### config.mk
export PLATFORM = sky130hd
export DESIGN_NAME = mcl_top
export DESIGN_NICKNAME = d
export VERILOG_FILES = /design/src/inc/mcl_pkg.sv /design/src/rtl/mcl_sync.sv /design/src/rtl/mcl_drop_timer.sv /design/src/rtl/mcl_top.sv
export SDC_FILE = /design/constraint.sdc
export NUM_CORES = 1
export LEC_CHECK = 0
export ABC_AREA = 1
export BUFFER_PORTS_ARGS = -buffer_cell sky130_fd_sc_hd__buf_4
export CAP_MARGIN = 15
export CORE_MARGIN = 3
export CORE_UTILIZATION = 40
export DETAILED_ROUTE_END_ITERATION = 6
export GPL_ROUTABILITY_DRIVEN = 1
export HOLD_SLACK_MARGIN = 0.1
export PLACE_DENSITY = 0.6
export SYNTH_ARGS = -nofsm -noshare
export SYNTH_HDL_FRONTEND = slang
export SYNTH_SLANG_ARGS = --single-unit
### constraint.sdc
create_clock -name core_clk -period 1.8 [get_ports core_clk]
set_input_delay 0.09 -clock core_clk [delete_from_list [all_inputs] [get_ports core_clk]]
set_output_delay 0.09 -clock core_clk [all_outputs]
set_load 0.03 [all_outputs]
### src/inc/mcl_pkg.sv
/*
 mcl_pkg: constants for the modem control line logic.
 assumes a 100 MHz core clock.
*/
package mcl_pkg;
   localparam int unsigned CLK_MHZ      = 100;
   localparam int unsigned DROP_MS      = 67;
   localparam int unsigned DROP_CYCLES  = DROP_MS * 1000 * CLK_MHZ;
   localparam int unsigned DROP_W       = 23;
   localparam logic [6:0]  CODE_EOT     = 7'h04;
   localparam logic [6:0]  CODE_DLE     = 7'h10;
   localparam logic [6:0]  CODE_QMARK   = 7'h3f;
   localparam logic [6:0]  TURN_RST     = 7'h11;
   localparam logic [3:0]  ADR_CTRL     = 4'h0;
   localparam logic [3:0]  ADR_TURN     = 4'h1;
   localparam logic [3:0]  ADR_STAT     = 4'h2;
   localparam int unsigned CTRL_LINE    = 0;
   localparam int unsigned CTRL_EOTDIS  = 1;
   localparam int unsigned CTRL_TRANSP  = 2;
endpackage : mcl_pkg

### src/rtl/mcl_sync.sv
/*
 mcl_sync: two-flop synchroniser for asynchronous level inputs.
 assumes inputs are quasi-static panel and line levels.
*/
`timescale 1ns/1ns
`default_nettype none
module mcl_sync #(
   parameter int unsigned W = 1
) (
   // clock and reset
   input  wire logic         core_clk,
   input  wire logic         sys_rst,
   // levels
   input  wire logic [W-1:0] async_i,
   output var  logic [W-1:0] sync_o
);
   typedef struct packed {
      logic [W-1:0] s1;
      logic [W-1:0] s2;
   } mcl_sync_t;
   mcl_sync_t st_q, st_d;
   always_comb begin
      st_d    = st_q;
      st_d.s1 = async_i;
      st_d.s2 = st_q.s1;
   end
   always_ff @(posedge core_clk) begin
      if (sys_rst) begin
         st_q <= '0;
      end else begin
         st_q <= st_d;
      end
   end
   assign sync_o = st_q.s2;
endmodule : mcl_sync
`default_nettype wire

### src/rtl/mcl_drop_timer.sv
/*
 mcl_drop_timer: times the forced-disconnect drop of terminal ready.
 assumes start is a one-cycle pulse from the same clock.
*/
`timescale 1ns/1ns
`default_nettype none
module mcl_drop_timer
   import mcl_pkg::*;
#(
   parameter int unsigned CYCLES = DROP_CYCLES
) (
   // clock and reset
   input  wire logic core_clk,
   input  wire logic sys_rst,
   // control
   input  wire logic start,
   output var  logic busy
);
   typedef struct packed {
      logic [DROP_W-1:0] cnt;
      logic              busy;
   } mcl_tmr_t;
   mcl_tmr_t st_q, st_d;
   always_comb begin
      st_d = st_q;
      if (start) begin
         st_d.cnt  = DROP_W'(CYCLES - 1);
         st_d.busy = 1'b1;
      end else if (st_q.busy) begin
         if (st_q.cnt == '0) begin
            st_d.busy = 1'b0;
         end else begin
            st_d.cnt = st_q.cnt - 1'b1;
         end
      end
   end
   always_ff @(posedge core_clk) begin
      if (sys_rst) begin
         st_q <= '0;
      end else begin
         st_q <= st_d;
      end
   end
   assign busy = st_q.busy;
endmodule : mcl_drop_timer
`default_nettype wire

### src/rtl/mcl_top.sv
/*
 mcl_top: terminal-side modem control line logic.
 assumes rx/tx code strobes come from the core clock domain; panel and
 line levels are asynchronous and synchronised here.
*/
// Contract
// - transparency on: no print, no control action
// - idle transmit line stays at mark
// - on-line button asserts request to send
// - line control: DLE ? or turnaround asserts
// - low voltage, standby, local drop request
// - EOT drops request unless strapped off or after DLE
// - line control: sent turnaround drops request
// - ready lamp follows clear, unless interrupt lit
// - line control: turnaround received masks clear
// - terminal ready off: power, local, paper
// - line control: DLE EOT drops ready 67 ms
// - terminal ready on otherwise
`timescale 1ns/1ns
`default_nettype none
module mcl_top
   import mcl_pkg::*;
#(
   parameter int unsigned DROP_CYC = DROP_CYCLES
) (
   // clock and reset
   input  wire logic       core_clk,
   input  wire logic       sys_rst,
   // register port
   input  wire logic [3:0] reg_addr,
   input  wire logic [7:0] reg_wdata,
   input  wire logic       reg_wr,
   input  wire logic       reg_rd,
   output var  logic [7:0] reg_rdata,
   // panel levels, asynchronous
   input  wire logic       btn_online,
   input  wire logic       btn_standby,
   input  wire logic       btn_local,
   input  wire logic       low_voltage,
   input  wire logic       power_ok,
   input  wire logic       low_paper,
   input  wire logic       interrupt_lamp,
   // modem line, asynchronous
   input  wire logic       clear_to_send,
   // code streams, same clock
   input  wire logic       rx_valid,
   input  wire logic [6:0] rx_code,
   input  wire logic       tx_valid,
   input  wire logic [6:0] tx_code,
   input  wire logic       tx_serial,
   // outputs
   output var  logic       tx_line,
   output var  logic       request_to_send,
   output var  logic       terminal_ready,
   output var  logic       ready_lamp,
   output var  logic       print_en,
   output var  logic       ctrl_en,
   output var  logic       tape_valid,
   output var  logic [6:0] tape_code
);
   typedef struct packed {
      logic       line_opt;
      logic       eot_dis;
      logic       transp;
      logic [6:0] turn_chr;
      logic       dle_seen;
      logic       cts_mask;
      logic       paper_lat;
      logic       rts;
      logic       dtr;
      logic       txl;
      logic       lamp;
      logic       pen;
      logic       cen;
      logic       tv;
      logic [6:0] tc;
      logic [7:0] rdata;
   } mcl_st_t;

   localparam int unsigned NSYNC = 8;
   logic [NSYNC-1:0] sy;
   logic             s_onl, s_stb, s_loc, s_lv, s_pwr, s_pap, s_int, s_cts;
   logic             drop_start, drop_busy;
   mcl_st_t          st_q, st_d;

   mcl_sync #(.W(NSYNC)) u_sync (
      .core_clk (core_clk),
      .sys_rst  (sys_rst),
      .async_i  ({btn_online, btn_standby, btn_local, low_voltage,
                  power_ok, low_paper, interrupt_lamp, clear_to_send}),
      .sync_o   (sy)
   );
   assign {s_onl, s_stb, s_loc, s_lv, s_pwr, s_pap, s_int, s_cts} = sy;

   mcl_drop_timer #(.CYCLES(DROP_CYC)) u_tmr (
      .core_clk (core_clk),
      .sys_rst  (sys_rst),
      .start    (drop_start),
      .busy     (drop_busy)
   );

   function automatic logic is_code(input logic v, input logic [6:0] c,
                                    input logic [6:0] k);
      is_code = v && (c == k);
   endfunction : is_code

   logic rx_act, cts_eff;
   always_comb begin
      st_d       = st_q;
      drop_start = 1'b0;
      // received control codes only act while transparency is off
      rx_act     = rx_valid && !st_q.transp;
      // register port
      if (reg_wr && reg_addr == ADR_CTRL) begin
         st_d.line_opt = reg_wdata[CTRL_LINE];
         st_d.eot_dis  = reg_wdata[CTRL_EOTDIS];
         st_d.transp   = reg_wdata[CTRL_TRANSP];
      end
      if (reg_wr && reg_addr == ADR_TURN) begin
         st_d.turn_chr = reg_wdata[6:0];
      end
      st_d.rdata = 8'h00;
      if (reg_rd) begin
         unique case (reg_addr)
            ADR_CTRL: st_d.rdata = {5'h00, st_q.transp, st_q.eot_dis,
                                    st_q.line_opt};
            ADR_TURN: st_d.rdata = {1'b0, st_q.turn_chr};
            ADR_STAT: st_d.rdata = {2'h0, drop_busy, st_q.paper_lat,
                                    st_q.cts_mask, s_cts, st_q.dtr,
                                    st_q.rts};
            default:  st_d.rdata = 8'h00;
         endcase
      end
      // DLE prefix tracking
      if (rx_act) begin
         st_d.dle_seen = (rx_code == CODE_DLE);
      end
      // request to send: off wins over on
      if (s_onl) begin
         st_d.rts = 1'b1;
      end
      if (st_q.line_opt && rx_act &&
          ((st_q.dle_seen && rx_code == CODE_QMARK) ||
           rx_code == st_q.turn_chr)) begin
         st_d.rts = 1'b1;
      end
      if (is_code(rx_act, rx_code, CODE_EOT) && !st_q.eot_dis &&
          !st_q.dle_seen) begin
         st_d.rts = 1'b0;
      end
      if (st_q.line_opt && is_code(tx_valid, tx_code, st_q.turn_chr)) begin
         st_d.rts = 1'b0;
      end
      if (s_lv || s_stb || s_loc) begin
         st_d.rts = 1'b0;
      end
      // clear to send masking by turnaround, freed when clear drops
      if (!s_cts) begin
         st_d.cts_mask = 1'b0;
      end
      if (st_q.line_opt && is_code(rx_act, rx_code, st_q.turn_chr)) begin
         st_d.cts_mask = 1'b1;
      end
      cts_eff = s_cts && !st_q.cts_mask;
      st_d.lamp = cts_eff && !s_int;
      // low paper with clear off latches until paper restored
      if (!s_pap) begin
         st_d.paper_lat = 1'b0;
      end else if (!cts_eff) begin
         st_d.paper_lat = 1'b1;
      end
      if (st_q.line_opt && st_q.dle_seen &&
          is_code(rx_act, rx_code, CODE_EOT)) begin
         drop_start = 1'b1;
      end
      st_d.dtr = !(!s_pwr || s_loc || st_q.paper_lat ||
                   drop_busy || drop_start);
      st_d.txl = tx_valid ? tx_serial : 1'b1;
      st_d.pen = !st_q.transp;
      st_d.cen = !st_q.transp;
      st_d.tv  = rx_valid;
      st_d.tc  = rx_code;
   end

   always_ff @(posedge core_clk) begin
      if (sys_rst) begin
         st_q          <= '0;
         st_q.turn_chr <= TURN_RST;
         st_q.txl      <= 1'b1;
         st_q.pen      <= 1'b1;
         st_q.cen      <= 1'b1;
      end else begin
         st_q <= st_d;
      end
   end

   assign reg_rdata       = st_q.rdata;
   assign tx_line         = st_q.txl;
   assign request_to_send = st_q.rts;
   assign terminal_ready  = st_q.dtr;
   assign ready_lamp      = st_q.lamp;
   assign print_en        = st_q.pen;
   assign ctrl_en         = st_q.cen;
   assign tape_valid      = st_q.tv;
   assign tape_code       = st_q.tc;

   // transmit line
   a_idle_mark: assert property (
      @(posedge core_clk) disable iff (sys_rst)
      !tx_valid |=> tx_line)
      else $error("tx not mark when idle");
   a_tx_follow: assert property (
      @(posedge core_clk) disable iff (sys_rst)
      tx_valid |=> tx_line == $past(tx_serial))
      else $error("tx line not following serial bit");

   // request to send: raising causes
   a_rts_online: assert property (
      @(posedge core_clk) disable iff (sys_rst)
      (s_onl && !s_lv && !s_stb && !s_loc && !tx_valid && !rx_valid)
      |=> request_to_send)
      else $error("rts not raised");
   a_rts_turn_rx: assert property (
      @(posedge core_clk) disable iff (sys_rst)
      (st_q.line_opt && rx_act && rx_code != CODE_EOT && !tx_valid &&
       !s_lv && !s_stb && !s_loc &&
       (rx_code == st_q.turn_chr ||
        (st_q.dle_seen && rx_code == CODE_QMARK)))
      |=> request_to_send)
      else $error("rts not raised by received code");

   // request to send: dropping causes
   a_rts_drop: assert property (
      @(posedge core_clk) disable iff (sys_rst)
      (s_lv || s_stb || s_loc) |=> !request_to_send)
      else $error("rts not dropped");
   a_rts_eot: assert property (
      @(posedge core_clk) disable iff (sys_rst)
      (rx_act && rx_code == CODE_EOT && !st_q.eot_dis && !st_q.dle_seen)
      |=> !request_to_send)
      else $error("rts still on after eot");
   a_eot_strap: assert property (
      @(posedge core_clk) disable iff (sys_rst)
      (request_to_send && st_q.eot_dis && rx_act && rx_code == CODE_EOT &&
       !tx_valid && !s_lv && !s_stb && !s_loc)
      |=> request_to_send)
      else $error("rts dropped by eot while strapped off");
   a_rts_turn_tx: assert property (
      @(posedge core_clk) disable iff (sys_rst)
      (st_q.line_opt && tx_valid && tx_code == st_q.turn_chr)
      |=> !request_to_send)
      else $error("rts still on after sent turnaround");

   // ready lamp and clear masking
   a_lamp_int: assert property (
      @(posedge core_clk) disable iff (sys_rst)
      s_int |=> !ready_lamp)
      else $error("lamp lit on interrupt");
   a_lamp_cts: assert property (
      @(posedge core_clk) disable iff (sys_rst)
      !s_cts |=> !ready_lamp)
      else $error("lamp lit without clear");
   a_lamp_on: assert property (
      @(posedge core_clk) disable iff (sys_rst)
      (s_cts && !st_q.cts_mask && !s_int) |=> ready_lamp)
      else $error("lamp dark with clear on");
   a_cts_masked: assert property (
      @(posedge core_clk) disable iff (sys_rst)
      (st_q.line_opt && rx_act && rx_code == st_q.turn_chr)
      |=> ##1 !ready_lamp)
      else $error("clear not masked by turnaround");

   // terminal ready
   a_dtr_local: assert property (
      @(posedge core_clk) disable iff (sys_rst)
      (s_loc || !s_pwr) |=> !terminal_ready)
      else $error("dtr on in local");
   a_dtr_paper: assert property (
      @(posedge core_clk) disable iff (sys_rst)
      st_q.paper_lat |=> !terminal_ready)
      else $error("dtr on after low paper");
   a_dtr_pulse: assert property (
      @(posedge core_clk) disable iff (sys_rst)
      drop_start |=> !terminal_ready [*8])
      else $error("dtr drop too short");
   a_dtr_busy: assert property (
      @(posedge core_clk) disable iff (sys_rst)
      drop_busy |=> !terminal_ready)
      else $error("dtr on during forced drop");
   a_dtr_on: assert property (
      @(posedge core_clk) disable iff (sys_rst)
      (s_pwr && !s_loc && !st_q.paper_lat && !drop_busy && !drop_start)
      |=> terminal_ready)
      else $error("dtr not on");

   // transparency
   a_transp_quiet: assert property (
      @(posedge core_clk) disable iff (sys_rst)
      $rose(st_q.transp) |=> !print_en && !ctrl_en)
      else $error("print on in transparency");
   a_print_off: assert property (
      @(posedge core_clk) disable iff (sys_rst)
      st_q.transp |=> !print_en && !ctrl_en)
      else $error("print or control on in transparency");
   a_transp_rts: assert property (
      @(posedge core_clk) disable iff (sys_rst)
      (st_q.transp && !s_onl) |=> !$rose(request_to_send))
      else $error("received code raised rts in transparency");
   a_tape_pass: assert property (
      @(posedge core_clk) disable iff (sys_rst)
      rx_valid |=> tape_valid && tape_code == $past(rx_code))
      else $error("received code not passed to tape");
endmodule : mcl_top
`default_nettype wire

==> impl_metrics.toml <==
[global_route]
grt_max_degree = 27
grt_pass1_vias = 3219
grt_remaining_overflow = 0
grt_pass1_wl_mm = 14.66
grt_antenna_before_repair = 0
grt_use_total_pct = 18.01

[timing]
slew_viol_final = 0
finClkSkew_ps = 8.551
rsz0062_at_grt = "false"
finalCriticalPeriod_ps = 1669
hold_viol = 0
final.setup.tns_ps = 0
timing.fmax_mhz = 599.0
finalSetupViolCount = 0
fin_ws_ps = 130.5
finalCritPeriodShare_pct = 92.75

[logic_synthesis]
synth_fp_nets = 559
ys_async_sr_fraction_pct = 0
ys_warn_count = 0
synthCells = 516
synth_flop_cell = "dfxtp_1"
syn-cell-area_sq_um = 3548
postSynthAreaPerCell_sq_um = 6.877
synth.distinct_cells = 30
synth-seq-area-share_pct = 41.18
ys_seq_elements = 73
synth_edf_count = 0

[finish]
syn_to_final_growth_pct = 28.10
layout.cells.non_filler = 708
diodes = 0
fin_nets = 641
drive_above_1_share_pct = 17.25
fin_area_sq_um = 4546

[place]
dpl.cell_count = 662
place_ws_ps = 223.1
dp_hpwl_mm = 6.400
place_area_sq_um = 4016
io_buffers = 60
gp_congestion = 0.8663

[pwr]
p_comb_share_pct = 8.5
total_power_mw = 3.413
p_int_mw = 2.595
seq_power_share_pct = 48.8
power.share.switching_pct = 23.99
peakVddDrop_mv = 0.5766
p_leak_nw = 2.282
power_switching_uw = 818.7
power_density_nw_per_um2 = 750.9
pwr-share-clk_pct = 42.7

[cts]
clk_pin_slew_ps = 80
clockBufferDepth = 2
cts_max_level = 3
clkSinkCount = 73
cts_buffers = 9
cts_tree = "done"
clock_latency_ps = 350
cts_root_buffer = "clkbuf_8"

[setup_path]
crit_start = "rx_code[3]"
critical_path_peak_fanout = 3
endpoint = "st_q[24]$_SDFFE_PP0P_"
critPathRequiredTime_ps = 2080
reg2reg_from = "st_q[32]$_SDFFE_PP0P_"
rrSetupSlack_ps = 190
worstSetupStartpointType = "input pin"
path_class = "in -> reg"
rr_endpoint = "st_q[24]$_SDFFE_PP0P_"
cp-end-kind = "register"
r2r_cells = 6
arrival_ps = 1950

[route]
first_iter_violations = 140
drt-total-wl_mm = 8.529
wl_per_cell_um = 12.05
final_antenna_net_count = 0
viasPerCell = 4.750
drc = 0
vias = 3363
firstDrtPassIters = 5

[floorplanning]
start_util_pct = 42.13
die_area_sq_um = 10040
die_x_um = 100.2
rows = 33
die_height_um = 100.2
ios = 63
core-area_sq_um = 8423

[min_path]
hp-class = "in -> reg"

[status]
outcome = "finished clean"

[job]
maxCapViolations = 0
==> cell usage in the layout (no fill, tap or decap), drive strengths merged, types with 3 or more instances in the layout <==
cell	count
o21ai	15
nand4	21
nor3	8
buf	72
nand2	107
nor4	3
inv	89
o211ai	3
clkbuf	9
a21oi	21
clkinv	3
dfxtp	73
nand3	37
nor2	85
dlygate4sd3	30
xor2	12
a31oi	3
==> worst min path at each step <==
| stage | start | to | slack (ps) | cells after the start |
|---|---|---|---|---|
| finish | reg_wr | st_q[32]$_SDFFE_PP0P_ | 130 | 3 |
| CTS | reg_wr | st_q[32]$_SDFFE_PP0P_ | 110 | 3 |
| detailed placement | tx_serial | tx_line$_SDFF_PP1_ | 290 | 2 |
| global placement | tx_serial | tx_line$_SDFF_PP1_ | 280 | 2 |
| floorplan | tx_valid | tx_line$_SDFF_PP1_ | 180 | 1 |
| global route | reg_wr | st_q[32]$_SDFFE_PP0P_ | 150 | 3 |
==> synth_stat cells (4+ instances only) <==
master / count / area (sq um)
nand2_1: 103 / 386.6
nor2_1: 77 / 289.0
o21ai_0: 13 / 65.06
buf_1: 5 / 18.77
dfxtp_1: 73 / 1461
nor2_2: 7 / 43.79
nand4_1: 21 / 131.4
inv_1: 87 / 326.6
buf_4: 18 / 135.1
nand3_1: 36 / 180.2
xor2_1: 12 / 105.1
buf_2: 4 / 20.02
a21oi_1: 21 / 105.1
nor3_1: 8 / 40.04
==> worst max-delay path: stages <==
cell           delay, ps
dlygate4sd3_1        540
buf_4                150
inv_1                 90
nand3_1              110
nor4_1               190
nand4_1              100
dlygate4sd3_1        570
a21oi_1              110
==> metrics by stage <==
stage,hold slack [ps],util [%]
6_report,129.9,53.97
5_1_grt,147.5,53.97
4_1_cts,107.1,53.94
3_5_place_dp,286.8,47.68
3_3_place_gp,281.0,47.68
2_1_floorplan,176.2,-
==> cells by family after synthesis <==
family	count (synthesis)	share of synthesized area (%)
AO/OA/AOI/OAI	43	6.453
XOR/XNOR	14	3.456
adder cells (fa/ha/maj)	2	0.7051
buffers and inverters	118	14.95
flip-flops	73	41.18
other	1	0.1057
AND/OR/NAND/NOR	265	33.15
==> routing by layer <==
layer	share of wire [%]	track usage, %	vias up
met3	5.2	3.753	9
met2	46	28.75	93
met1	48	24.46	1504
met4	1.1	5.596	0
met5	0	0	-
li1	-	-	1757
==> power groups by stage <==
stage	Combinational [mW]	Clock [mW]	Sequential [mW]
floorplan	0.125	0	1.71
global placement	0.240	0	1.70
detailed placement	0.242	0	1.70
CTS	0.291	1.49	1.66
global route	0.322	1.55	1.67
finish	0.291	1.46	1.66
==> state kept, by name, indices dropped and copies added, names as in the netlist <==
signal	count
u_tmr.st_q	23
st_q	13
u_sync.st_d	8
u_sync.sync_o	8
reg_rdata	7
tape_code	7
ctrl_en	1
ready_lamp	1
request_to_send	1
tape_valid	1
terminal_ready	1
tx_line	1
u_tmr.busy	1
==> final cells by class <==
class                           count  area, sq um
Fill cell                         826         3877
Multi-Input combinational cell    325         1559
Sequential cell                    73         1461
Timing Repair Buffer              102        840.8
Inverter                           87        326.6
Tap cell                          105        131.4
Clock buffer                        9        123.9
Clock inverter                      7        102.6
==> what timing repair did <==
item                                    CTS  global route
hold buffers                             30             0
hold endpoints to repair                 40             0
endpoints found under the setup margin    0             1
resized for setup                         0             1
buffers inserted                          0             0
(Power assumes the default switching activity.)
